**config.mk**
```make
export PLATFORM = sky130hd
export DESIGN_NAME = alds_top
export DESIGN_NICKNAME = d
export VERILOG_FILES = /design/src/rtl/alds_pkg.sv /design/src/rtl/alds_sync.sv /design/src/rtl/alds_top.sv
export VERILOG_INCLUDE_DIRS = /design/src /design/src/rtl
export SDC_FILE = /design/constraint.sdc
export NUM_CORES = 1
export LEC_CHECK = 0
export BUFFER_PORTS_ARGS = -buffer_cell sky130_fd_sc_hd__buf_2
export CAP_MARGIN = 40
export CORE_ASPECT_RATIO = 1.1
export CORE_UTILIZATION = 65
export CTS_CLUSTER_DIAMETER = 40
export DETAILED_ROUTE_END_ITERATION = 8
export PLACE_DENSITY = 0.84
export SYNTH_ARGS = -nofsm -noshare
export SYNTH_HDL_FRONTEND = slang
export SYNTH_SLANG_ARGS = --single-unit
export TNS_END_PERCENT = 50
```
**constraint.sdc**
```tcl
create_clock -name CLK -period 6.8 [get_ports CLK]
set_input_delay 2.04 -clock CLK [delete_from_list [all_inputs] [get_ports CLK]]
set_output_delay 2.04 -clock CLK [all_outputs]
set_load 0.01 [all_outputs]
```
**src/rtl/alds_params.svh**
```systemverilog
`ifndef ALDS_PARAMS_SVH
`define ALDS_PARAMS_SVH

// bus addressing
`define ALDS_SLAVE_ADDR 7'h6C
`define ALDS_SUB_CTRL_A 7'h01
`define ALDS_SUB_CTRL_B 7'h02
`define ALDS_SUB_TEST 7'h15
`define ALDS_SUB_AUTOINC 7

// control word reset values: standby, muted, diagnosis off
`define ALDS_CTRL_A_RST 8'h00
`define ALDS_CTRL_B_RST 8'h00

// control word a fields
`define ALDS_A_OFFS_EN 5
`define ALDS_A_DIAG_EN 6
`define ALDS_A_ONESHOT 7

// control word b fields
`define ALDS_B_CUR_EN 2
`define ALDS_B_PLAY 4
`define ALDS_B_IND_OFFS 5
`define ALDS_B_CUR_THR 7

// status byte fields per channel
`define ALDS_S_GND 0
`define ALDS_S_VCC 1
`define ALDS_S_OPEN 2
`define ALDS_S_LOAD 3
`define ALDS_S_PERM 4
`define ALDS_S_CUR 5

// timing
`define ALDS_CLK_MHZ 250
`define ALDS_ACQ_TIME_MS 100
`define ALDS_ACQ_CYCLES (`ALDS_ACQ_TIME_MS * 1000 * `ALDS_CLK_MHZ)

`define ALDS_NUM_BYTES 4

`endif

```
**src/rtl/alds_pkg.sv**
```systemverilog
`default_nettype none
package alds_pkg;
	typedef enum logic [3:0] {
		ST_IDLE,
		ST_ADDR,
		ST_ACK_ADDR,
		ST_SUB,
		ST_ACK_SUB,
		ST_WR,
		ST_ACK_WR,
		ST_RD,
		ST_RD_ACK
	} alds_state_e;

	typedef logic [7:0] alds_byte_t;
endpackage : alds_pkg
`default_nettype wire

```
**src/rtl/alds_sync.sv**
```systemverilog
`timescale 1ns/1ns
`default_nettype none
module alds_sync #(
	parameter int W = 1,
	parameter logic [W-1:0] INIT = '0
) (
	input wire logic CLK,
	input wire logic RST_N,
	input wire logic [W-1:0] D,
	output logic [W-1:0] Q
);
	logic [W-1:0] meta_q;

	// meta_q feeds only the second stage
	always_ff @(posedge CLK) begin
		if (!RST_N) begin
			meta_q <= INIT;
			Q <= INIT;
		end else begin
			meta_q <= D;
			Q <= meta_q;
		end
	end
endmodule : alds_sync
`default_nettype wire

```
**src/rtl/alds_top.sv**
```systemverilog
// Behaviour
// - status byte three bits 0..4: gnd, vcc, open/offset, short load, permanent flag.
// - bit5 shows low peak current only while current detection is enabled.
// - status byte three bit6 echoes diagnostic cycle enable of control word a.
// - status byte three bit7 echoes standby-off bit of control word b.
// - status byte four mirrors channel layout bits 0..5; bits 6,7 read zero.
// - turn-on diagnosis checks short to gnd, vcc, output short, open speaker.
// - control word a bit7 picks one-shot (1) or repeat (0) turn-on mode.
// - in repeat mode, with diagnosis enabled and standby off, every read restarts turn-on diagnosis.
// - permanent diagnosis runs regardless of the diagnosis enable bit.
// - a bare read returns permanent diagnosis results without prior write.
// - a removed permanent fault still shows on the next read.
// - permanent diagnosis takes over automatically when turn-on diagnosis ends.
// - offset result is live at each read, never latched.
// - offset fault flagged beyond plus or minus two volts threshold.
// - indicator pin carries clip by default, offset when selected by write.
// - status byte one bit7 reports thermal warning near shutdown.
// - device answers only its fixed slave address.
// - a read returns the four status bytes, channel one first.
// - control word b bit2 enables current detection, bit7 selects threshold.
`timescale 1ns/1ns
`default_nettype none
`include "alds_params.svh"
module alds_top
	import alds_pkg::*;
#(
	parameter int unsigned ACQ_CYCLES = `ALDS_ACQ_CYCLES
) (
	input wire logic CLK,
	input wire logic RST_N,
	input wire logic SCL_I,
	input wire logic SDA_I,
	output logic SDA_O,
	output logic SDA_OE,
	input wire logic [3:0] FLT_GND,
	input wire logic [3:0] FLT_VCC,
	input wire logic [3:0] FLT_LOAD,
	input wire logic [3:0] FLT_OPEN,
	input wire logic [3:0] FLT_OFFS,
	input wire logic [3:0] CUR_LOW,
	input wire logic THERM_WARN,
	input wire logic CLIP_DET,
	output logic CLIP_INDICATOR,
	output logic DIAG_RUN,
	output logic [7:0] CONTROL_WORD_A,
	output logic [7:0] CONTROL_WORD_B
);
	localparam logic [31:0] ACQ_LAST = 32'(ACQ_CYCLES - 1);

	logic scl_s, sda_s, scl_d_q, sda_d_q;
	logic [3:0] gnd_s, vcc_s, load_s, open_s, offs_s, cur_s;
	logic therm_s, clip_s;

	alds_sync #(.W(2), .INIT(2'b11)) u_sync_bus (
		.CLK(CLK),
		.RST_N(RST_N),
		.D({SCL_I, SDA_I}),
		.Q({scl_s, sda_s})
	);

	alds_sync #(.W(26), .INIT('0)) u_sync_ana (
		.CLK(CLK),
		.RST_N(RST_N),
		.D({FLT_GND, FLT_VCC, FLT_LOAD, FLT_OPEN, FLT_OFFS, CUR_LOW, THERM_WARN, CLIP_DET}),
		.Q({gnd_s, vcc_s, load_s, open_s, offs_s, cur_s, therm_s, clip_s})
	);

	always_ff @(posedge CLK) begin
		if (!RST_N) begin
			scl_d_q <= 1'b1;
			sda_d_q <= 1'b1;
		end else begin
			scl_d_q <= scl_s;
			sda_d_q <= sda_s;
		end
	end

	logic scl_rise, scl_fall, bus_start, bus_stop;
	assign scl_rise = scl_s & ~scl_d_q;
	assign scl_fall = ~scl_s & scl_d_q;
	assign bus_start = scl_s & scl_d_q & sda_d_q & ~sda_s;
	assign bus_stop = scl_s & scl_d_q & ~sda_d_q & sda_s;

	alds_state_e state_q;
	logic [3:0] bit_cnt_q;
	logic [7:0] sh_q, tx_q, ptr_q;
	logic rw_q, nack_q, oe_q;
	logic [2:0] idx_q;
	logic [7:0] ctrl_a_q, ctrl_b_q;
	alds_byte_t snap_q [`ALDS_NUM_BYTES];
	alds_byte_t db [`ALDS_NUM_BYTES];

	logic wr_stb, read_start;
	assign wr_stb = scl_fall && (state_q == ST_WR) && (bit_cnt_q == 4'h8);
	assign read_start = scl_fall && (state_q == ST_ACK_ADDR) && rw_q;

	// bus slave, open-drain data line
	always_ff @(posedge CLK) begin
		if (!RST_N) begin
			state_q <= ST_IDLE;
			bit_cnt_q <= 4'h0;
			sh_q <= 8'h00;
			tx_q <= 8'h00;
			ptr_q <= 8'h00;
			rw_q <= 1'b0;
			nack_q <= 1'b0;
			oe_q <= 1'b0;
			idx_q <= 3'h0;
		end else if (bus_start) begin
			state_q <= ST_ADDR;
			bit_cnt_q <= 4'h0;
			oe_q <= 1'b0;
		end else if (bus_stop) begin
			state_q <= ST_IDLE;
			oe_q <= 1'b0;
		end else if (scl_rise) begin
			case (state_q)
				ST_ADDR, ST_SUB, ST_WR: begin
					sh_q <= {sh_q[6:0], sda_s};
					bit_cnt_q <= bit_cnt_q + 4'h1;
				end
				ST_RD_ACK: nack_q <= sda_s;
				default: ;
			endcase
		end else if (scl_fall) begin
			case (state_q)
				ST_ADDR: begin
					if (bit_cnt_q == 4'h8) begin
						if (sh_q[7:1] == `ALDS_SLAVE_ADDR) begin
							state_q <= ST_ACK_ADDR;
							rw_q <= sh_q[0];
							oe_q <= 1'b1;
						end else begin
							state_q <= ST_IDLE;
						end
					end
				end
				ST_ACK_ADDR: begin
					bit_cnt_q <= 4'h0;
					if (rw_q) begin
						state_q <= ST_RD;
						tx_q <= db[0];
						oe_q <= ~db[0][7];
						idx_q <= 3'h1;
					end else begin
						state_q <= ST_SUB;
						oe_q <= 1'b0;
					end
				end
				ST_SUB: begin
					if (bit_cnt_q == 4'h8) begin
						state_q <= ST_ACK_SUB;
						ptr_q <= sh_q;
						oe_q <= 1'b1;
					end
				end
				ST_ACK_SUB, ST_ACK_WR: begin
					state_q <= ST_WR;
					bit_cnt_q <= 4'h0;
					oe_q <= 1'b0;
					if (state_q == ST_ACK_WR && ptr_q[`ALDS_SUB_AUTOINC]) begin
						ptr_q[6:0] <= ptr_q[6:0] + 7'h01;
					end
				end
				ST_WR: begin
					if (bit_cnt_q == 4'h8) begin
						state_q <= ST_ACK_WR;
						oe_q <= 1'b1;
					end
				end
				ST_RD: begin
					if (bit_cnt_q == 4'h7) begin
						state_q <= ST_RD_ACK;
						oe_q <= 1'b0;
					end else begin
						tx_q <= {tx_q[6:0], 1'b0};
						oe_q <= ~tx_q[6];
						bit_cnt_q <= bit_cnt_q + 4'h1;
					end
				end
				ST_RD_ACK: begin
					if (nack_q) begin
						state_q <= ST_IDLE;
					end else begin
						state_q <= ST_RD;
						bit_cnt_q <= 4'h0;
						idx_q <= idx_q + 3'h1;
						if (idx_q < 3'(`ALDS_NUM_BYTES)) begin
							tx_q <= snap_q[idx_q[1:0]];
							oe_q <= ~snap_q[idx_q[1:0]][7];
						end else begin
							tx_q <= 8'h00;
							oe_q <= 1'b1;
						end
					end
				end
				default: state_q <= ST_IDLE;
			endcase
		end
	end

	assign SDA_O = 1'b0;
	assign SDA_OE = oe_q;

	// control words; other sub-addresses, the test one among them, have no effect
	always_ff @(posedge CLK) begin
		if (!RST_N) begin
			ctrl_a_q <= `ALDS_CTRL_A_RST;
			ctrl_b_q <= `ALDS_CTRL_B_RST;
		end else if (wr_stb) begin
			if (ptr_q[6:0] == `ALDS_SUB_CTRL_A) begin
				ctrl_a_q <= sh_q;
			end
			if (ptr_q[6:0] == `ALDS_SUB_CTRL_B) begin
				ctrl_b_q <= sh_q;
			end
		end
	end

	assign CONTROL_WORD_A = ctrl_a_q;
	assign CONTROL_WORD_B = ctrl_b_q;

	// turn-on diagnosis sequencer
	logic on_run_q, done_q, perm_q, to_pend_q;
	logic [31:0] acq_cnt_q;
	logic start_play, start_rep, diag_start, acq_end;

	assign start_play = wr_stb && (ptr_q[6:0] == `ALDS_SUB_CTRL_B) && sh_q[`ALDS_B_PLAY]
		&& !ctrl_b_q[`ALDS_B_PLAY] && ctrl_a_q[`ALDS_A_DIAG_EN];
	assign start_rep = read_start && ctrl_a_q[`ALDS_A_DIAG_EN] && !ctrl_a_q[`ALDS_A_ONESHOT]
		&& ctrl_b_q[`ALDS_B_PLAY];
	assign diag_start = start_play || start_rep;
	assign acq_end = on_run_q && (acq_cnt_q == ACQ_LAST);

	always_ff @(posedge CLK) begin
		if (!RST_N) begin
			on_run_q <= 1'b0;
			done_q <= 1'b0;
			perm_q <= 1'b1;
			acq_cnt_q <= 32'h0000_0000;
		end else if (diag_start) begin
			on_run_q <= 1'b1;
			done_q <= 1'b0;
			perm_q <= 1'b0;
			acq_cnt_q <= 32'h0000_0000;
		end else if (acq_end) begin
			on_run_q <= 1'b0;
			done_q <= 1'b1;
			perm_q <= 1'b1;
		end else if (on_run_q) begin
			acq_cnt_q <= acq_cnt_q + 32'h0000_0001;
		end
	end

	// turn-on result is reported once, then permanent results follow
	always_ff @(posedge CLK) begin
		if (!RST_N) begin
			to_pend_q <= 1'b0;
		end else if (acq_end && !diag_start) begin
			to_pend_q <= 1'b1;
		end else if (read_start || diag_start) begin
			to_pend_q <= 1'b0;
		end
	end

	assign DIAG_RUN = on_run_q;

	logic rep_perm;
	logic [5:0] ch_bits [4];
	logic [3:0] to_lat_q [4];
	logic [2:0] pm_lat_q [4];
	assign rep_perm = perm_q && !to_pend_q;

	for (genvar c = 0; c < 4; c++) begin : g_ch
		logic [3:0] to_live;
		logic [2:0] pm_live;
		assign to_live = {load_s[c], open_s[c], vcc_s[c], gnd_s[c]};
		assign pm_live = {load_s[c], vcc_s[c], gnd_s[c]};

		always_ff @(posedge CLK) begin
			if (!RST_N) begin
				to_lat_q[c] <= 4'h0;
			end else if (diag_start) begin
				to_lat_q[c] <= 4'h0;
			end else if (on_run_q) begin
				to_lat_q[c] <= to_lat_q[c] | to_live;
			end
		end

		// sticky faults: re-armed from live state at each read, cleared by a read during turn-on, set wins
		always_ff @(posedge CLK) begin
			if (!RST_N) begin
				pm_lat_q[c] <= 3'h0;
			end else if (read_start) begin
				pm_lat_q[c] <= perm_q ? pm_live : 3'h0;
			end else if (perm_q) begin
				pm_lat_q[c] <= pm_lat_q[c] | pm_live;
			end
		end

		always_comb begin
			ch_bits[c][`ALDS_S_GND] = rep_perm ? pm_lat_q[c][0] : to_lat_q[c][0];
			ch_bits[c][`ALDS_S_VCC] = rep_perm ? pm_lat_q[c][1] : to_lat_q[c][1];
			ch_bits[c][`ALDS_S_OPEN] = rep_perm ? (offs_s[c] && ctrl_a_q[`ALDS_A_OFFS_EN])
				: to_lat_q[c][2];
			ch_bits[c][`ALDS_S_LOAD] = rep_perm ? pm_lat_q[c][2] : to_lat_q[c][3];
			ch_bits[c][`ALDS_S_PERM] = rep_perm;
			ch_bits[c][`ALDS_S_CUR] = cur_s[c] && ctrl_b_q[`ALDS_B_CUR_EN];
		end
	end

	assign db[0] = {therm_s, done_q, ch_bits[0]};
	assign db[1] = {ctrl_a_q[`ALDS_A_OFFS_EN], ctrl_b_q[`ALDS_B_CUR_EN], ch_bits[1]};
	assign db[2] = {ctrl_b_q[`ALDS_B_PLAY], ctrl_a_q[`ALDS_A_DIAG_EN], ch_bits[2]};
	assign db[3] = {2'b00, ch_bits[3]};

	always_ff @(posedge CLK) begin
		if (!RST_N) begin
			for (int i = 0; i < `ALDS_NUM_BYTES; i++) begin
				snap_q[i] <= 8'h00;
			end
		end else if (read_start) begin
			for (int i = 0; i < `ALDS_NUM_BYTES; i++) begin
				snap_q[i] <= db[i];
			end
		end
	end

	always_ff @(posedge CLK) begin
		if (!RST_N) begin
			CLIP_INDICATOR <= 1'b0;
		end else begin
			CLIP_INDICATOR <= ctrl_b_q[`ALDS_B_IND_OFFS] ? |offs_s : clip_s;
		end
	end
endmodule : alds_top
`default_nettype wire

```
; ---- After elaboration in Yosys (flattened, before gate mapping)
; Memory sizes are Yosys's and may differ from the RTL's. A register that Yosys moved wholly into a read port is not among the register bits.
; Cells that the tools add are included.
; Widths: inputs -> output; s select.
[word_totals]
register_bits = 148
ramBits = 60
in_bits = 30
out_inout_bits = 20
word_cells = 273
n_memories = 3
[op_classes]
addsub = 4
n_lt_le_gt_ge = 1
eq_ne = 32
muxes = 101
bitwise = 47
reduce_logical = 60
[memory_table]
columns = memory, depth, word_bits, read_ports, rd_ports_with_merged_regs, write_ports, line_no
row1 = snap_q, 4, 8, 1, 1, 4, alds_top.sv:90  ; alds_byte_t snap_q [`ALDS_NUM_BYTES];
row2 = to_lat_q, 4, 4, 4, 0, 4, alds_top.sv:270  ; logic [3:0] to_lat_q [4];
row3 = pm_lat_q, 4, 3, 4, 0, 4, alds_top.sv:271  ; logic [2:0] pm_lat_q [4];
[op_table]
columns = op, n
row1 = $mux 4, 17
row2 = $mux 1, 49
row3 = $mux 3, 16
row4 = $mux 7, 6
row5 = $add 32x1->32 const B, 1
row6 = $eq 32x25->1 const B, 1
row7 = $mux 8, 4
row8 = $pmux 4 s7, 1
row9 = $reduce_and 7->1, 4
row10 = $reduce_and 6->1, 4
row11 = $logic_and 1x1->1, 23
row12 = $pmux 7 s3, 1
row13 = $eq 4x3->1 const B, 5
row14 = $or 1x1->1, 20
row15 = $ne 2x2->1 const B, 8
row16 = $or 4x4->4, 4
row17 = $pmux 7 s2, 1
row18 = $ne 4x4->1 const B, 3
row19 = $not 1->1, 12
row20 = $or 3x3->3, 4
row21 = $pmux 4 s3, 1
row22 = $reduce_bool 2->1, 5
row23 = $reduce_or 3->1, 3
row24 = $eq 4x2->1 const B, 2
row25 = 27 further kinds, 50

; ---- Depth between registers and ports, before layout
[logic_depth]
word_depth = 14
mapped_depth = 9

; ---- Cells and area by module
; Synthesis repeated with hierarchy kept, for this count alone.
[hier_totals]
cells_unflattened = 923
hier_area_um2 = 8923.6
[modules_own_cells]
columns = mod, instances, cells_each, area_per_inst_um2, seq_area_each_um2
row1 = alds_top, 1, 806, 7362.1, 3533.4
row2 = alds_sync at u_sync_ana, 1, 109, 1456.4, 1041.0
row3 = alds_sync at u_sync_bus, 1, 8, 105.1, 80.1

; ---- Worst setup path before layout
; No wires, ideal clock.
[synth_path]
path_kind = input to register
startpoint = input port RST_N
endpoint = memory pm_lat_q[0][0], enable pin
setup_ps = 274
arrival_time_ps = 3403
required_time_ps = 6526
path_slack_ps = 3123
stages = 3
path_buffers = 1
cell_sequence = clkbuf_1 > nand2_1 > or2_2
[synth_lines]
columns = element, line_no
row1 = "start, declared", alds_top.sv:30  ; input wire logic RST_N,
row2 = "end, declared", alds_top.sv:271

; ---- Worst setup path in the final report
[layout_path]
startpoint = input port RST_N
endpoint = register acq_cnt_q[0]
[layout_via]
elab_chain_cells = 2
[layout_rtl]
columns = element, line_no
row1 = $not 1->1 (no line), --
row2 = $reduce_or 2->1 (no line), --
row3 = "end signal, assigned", alds_top.sv:251  ; acq_cnt_q <= acq_cnt_q + 32'h0000_0001;
row4 = "end, declared", alds_top.sv:225  ; logic [31:0] acq_cnt_q;
; No other way between the ends.
; A chain may end at the register's enable or synchronous reset.

==> impl_metrics.json <==
{
  "run_status": "finished, final reports clean",
  "yosysWarnings": 0,
  "skew_ns": 0.007475,
  "yosys.area.top_type_share_pct": 34.40,
  "synthMuxAreaShare_pct": 5.547,
  "start_util_pct": 66.35,
  "cts.sinks": 205,
  "syn_inst": 892,
  "hold_buffers": 0,
  "place.gp.congestion": 0.8865,
  "synth_area_leader_cell": "dfxtp_1",
  "ys_seq_area_share_pct": 53.32,
  "drive_gt1_share_pct": 12.35,
  "clockBufferDepth": 3,
  "setup.worst_path.start_class": "primary input",
  "cap_violations": 0,
  "synth_top_family_by_area": "simple AND/OR/NAND/NOR gates",
  "syn_area_um2": 8730,
  "antenna_found_initial": 0,
  "grt_pass1_wl_mm": 29.59,
  "hpwl_mm": 11.34,
  "max_slew_margin_pct": 48.51,
  "rsz0062_at_grt": "no",
  "path_buf_inv": 3,
  "fmax_mhz": 286.5,
  "htree_levels": 1,
  "post-route-util_pct": 74.15,
  "worstMarginPinSlew_ns": 0.7665,
  "grt_pass1_vias": 6247,
  "clk_pin_slew_ns": 0.06,
  "grt_start_max_net_pins": 76,
  "n_antenna_cell": 0,
  "synth_edf_count": 55,
  "wl_mm": 17.59,
  "post_cts_buffers": 0,
  "cts_tree": "yes",
  "fin_cells": 1100,
  "cts_buffers": 23,
  "dr.pass1.iters": 5,
  "root_buffer": "clkbuf_16",
  "power_density_nw_per_um2": 264.1,
  "coreArea_um2": 13160,
  "p_leak_nw": 3.873,
  "num_io_pins": 50,
  "grt-ovfl-total": 0,
  "die_h_um": 123.5,
  "placed_area_um2": 9000,
  "min_period_ns": 3.491,
  "wire_per_inst_um": 15.99,
  "peakVddDrop_mv": 0.2106,
  "final.setup.tns_ns": 0,
  "setup_violations": 0,
  "ys.flop_type": "dfxtp_1",
  "num_rows": 44,
  "synth_area_leaders": "dfxtp_1 (34%), edfxtp_1 (19%), nor2_1 (5.5%)",
  "nNetsFinal": 964,
  "drc": 0,
  "synth-compound-area-share_pct": 9.173,
  "worstPathRequired_ns": 7.21,
  "synth_nets": 933,
  "seqCellArea_um2": 4654,
  "design_area_um2": 9757,
  "dp.cells": 1059,
  "path_cells": "buf_2, buf_4, o41a_1, o21ai_2, buf_4, or4_1, o21ai_0",
  "ant_nets": 0,
  "timing.critical_path.max_delay_family": "buffers and inverters",
  "arrival_ns": 3.90,
  "crit_slowest_cell": "buf_4",
  "total_power_mw": 2.577,
  "routed_via_density": 5.929,
  "slowest_delay_ns": 0.49,
  "synthArstFlopShare_pct": 0,
  "synth_area_per_cell_um2": 9.787,
  "die_w_um": 112.5,
  "ys_ff_latch": 205,
  "cp-end-kind": "flip-flop",
  "portBuffers": 48,
  "fillers": 909,
  "area_delta_synth_final_pct": 11.77,
  "cp_common_cell": "buf_4",
  "report.final.slew_viol_count": 0,
  "multi_input_area_um2": 3764,
  "yosysMostFrequentCell": "dfxtp_1",
  "vias": 6522,
  "yosys.area_share.simple_pct": 24.32,
  "hold_viol": 0,
  "synth_cell_type_count": 71,
  "clock_latency_ns": 0.50,
  "hp-class": "reg2reg",
  "path_max_fanout": 75,
  "grt.total_usage_pct": 26.56,
  "synth_fa_ha_area_share_pct": 1.577,
  "cts_resized": 0,
  "synthXorXnorAreaFrac_pct": 2.408,
  "criticalPathCategory": "in2reg",
  "synth_commonest_cells": "dfxtp_1 (150), nor2_1 (127), nand2_1 (65)",
  "dieArea_um2": 13900,
  "period_share_pct": 51.33,
  "drtIter0Drc": 594
}
-- path summary, 6_finish.rpt --
kind / cells after the start / start / end / slack, ns
worst max-delay path: 7 / RST_N / acq_cnt_q[0]$_SDFFE_PP0P_ / 3.31
worst min-delay path: 1 / u_sync_bus.meta_q[1]$_SDFF_PN1_ / u_sync_bus.Q[1]$_SDFF_PN1_ / 0.41
worst max register to register: 5 / state_q[1]$_SDFFE_PP0P_ / pm_lat_q[3][0]$_DFFE_PP_ / 3.93
worst min register to register: 1 / u_sync_bus.meta_q[1]$_SDFF_PN1_ / u_sync_bus.Q[1]$_SDFF_PN1_ / 0.41
-- sequential cells by signal, summed over array words and instances (netlist names), 8 cells and up, named ones only --
signal	flops
snap_q	27
u_sync_ana.meta_q	26
to_lat_q	16
pm_lat_q	12
u_sync_ana.Q	26
CONTROL_WORD_B	8
ptr_q	8
CONTROL_WORD_A	8
acq_cnt_q	32
sh_q	8
-- placed cells by master, fill, tap and decap left out, types with 7 or more instances in the layout --
| cell | count |
|---|---|
| dfxtp_1 | 150 |
| nor2_1 | 127 |
| nand2_1 | 65 |
| and2_1 | 64 |
| edfxtp_1 | 55 |
| a21oi_1 | 52 |
| buf_2 | 49 |
| mux2i_1 | 36 |
| nor3_1 | 34 |
| clkbuf_16 | 25 |
| inv_1 | 22 |
| nand3_1 | 22 |
| o21ai_0 | 20 |
| xnor2_1 | 19 |
| nand2b_1 | 13 |
| a31oi_1 | 11 |
| ha_1 | 11 |
| nand3b_1 | 9 |
| and3_1 | 9 |
| nand4_1 | 9 |
| or2_2 | 7 |
| or3_1 | 7 |
-- logic make-up after synthesis --
| kind of cell | count (synthesis) |
|---|---|
| AO/OA/AOI/OAI | 128 |
| XOR/XNOR | 24 |
| adder cells (fa/ha/maj) | 11 |
| buffers and inverters | 71 |
| flip-flops | 205 |
| multiplexers | 42 |
| other | 1 |
| AND/OR/NAND/NOR | 410 |
-- metal layers --
metal | wire length, um | global-route usage [%]
met1 | 7536 | 33.76
met2 | 8532 | 45.92
met3 | 1083 | 4.265
met4 | 439 | 10.25
met5 | 0 | 0
-- report_power, final --
group	internal [mW]	total [mW]	leakage (nW)	switching, mW
Clock	0.709	1.20	0.376	0.492
Combinational	0.0317	0.0793	1.69	0.0476
Sequential	1.28	1.30	1.81	0.0167
Total	2.02	2.58	3.87	0.556
-- worst register-to-register path, delay by kind of cell, from the launching register on --
family | cells | cell delay, ns
DFF | 1 | 0.72
buffers and inverters | 1 | 0.25
and+or+nand+nor | 4 | 1.58
-- final cells by class --
type / instances / area share (%)
flip-flops and latches: 205 / 47.70
well taps: 161 / 2.065
inverters: 22 / 0.8464
repair buffers: 55 / 3.052
clock inverters: 11 / 0.8464
multi-input cells: 616 / 38.57
clock buffers: 30 / 6.912
-- stage by stage --
stage          hold slack (ns)  worst slack (ns)
2_1_floorplan           0.3863             3.123
3_3_place_gp            0.3924             2.923
3_5_place_dp            0.3964             2.823
5_1_grt                 0.4285             3.205
6_report                0.4112             3.309
4_1_cts                 0.4152             3.315
No activity file was read; power rests on OpenSTA's default activity.
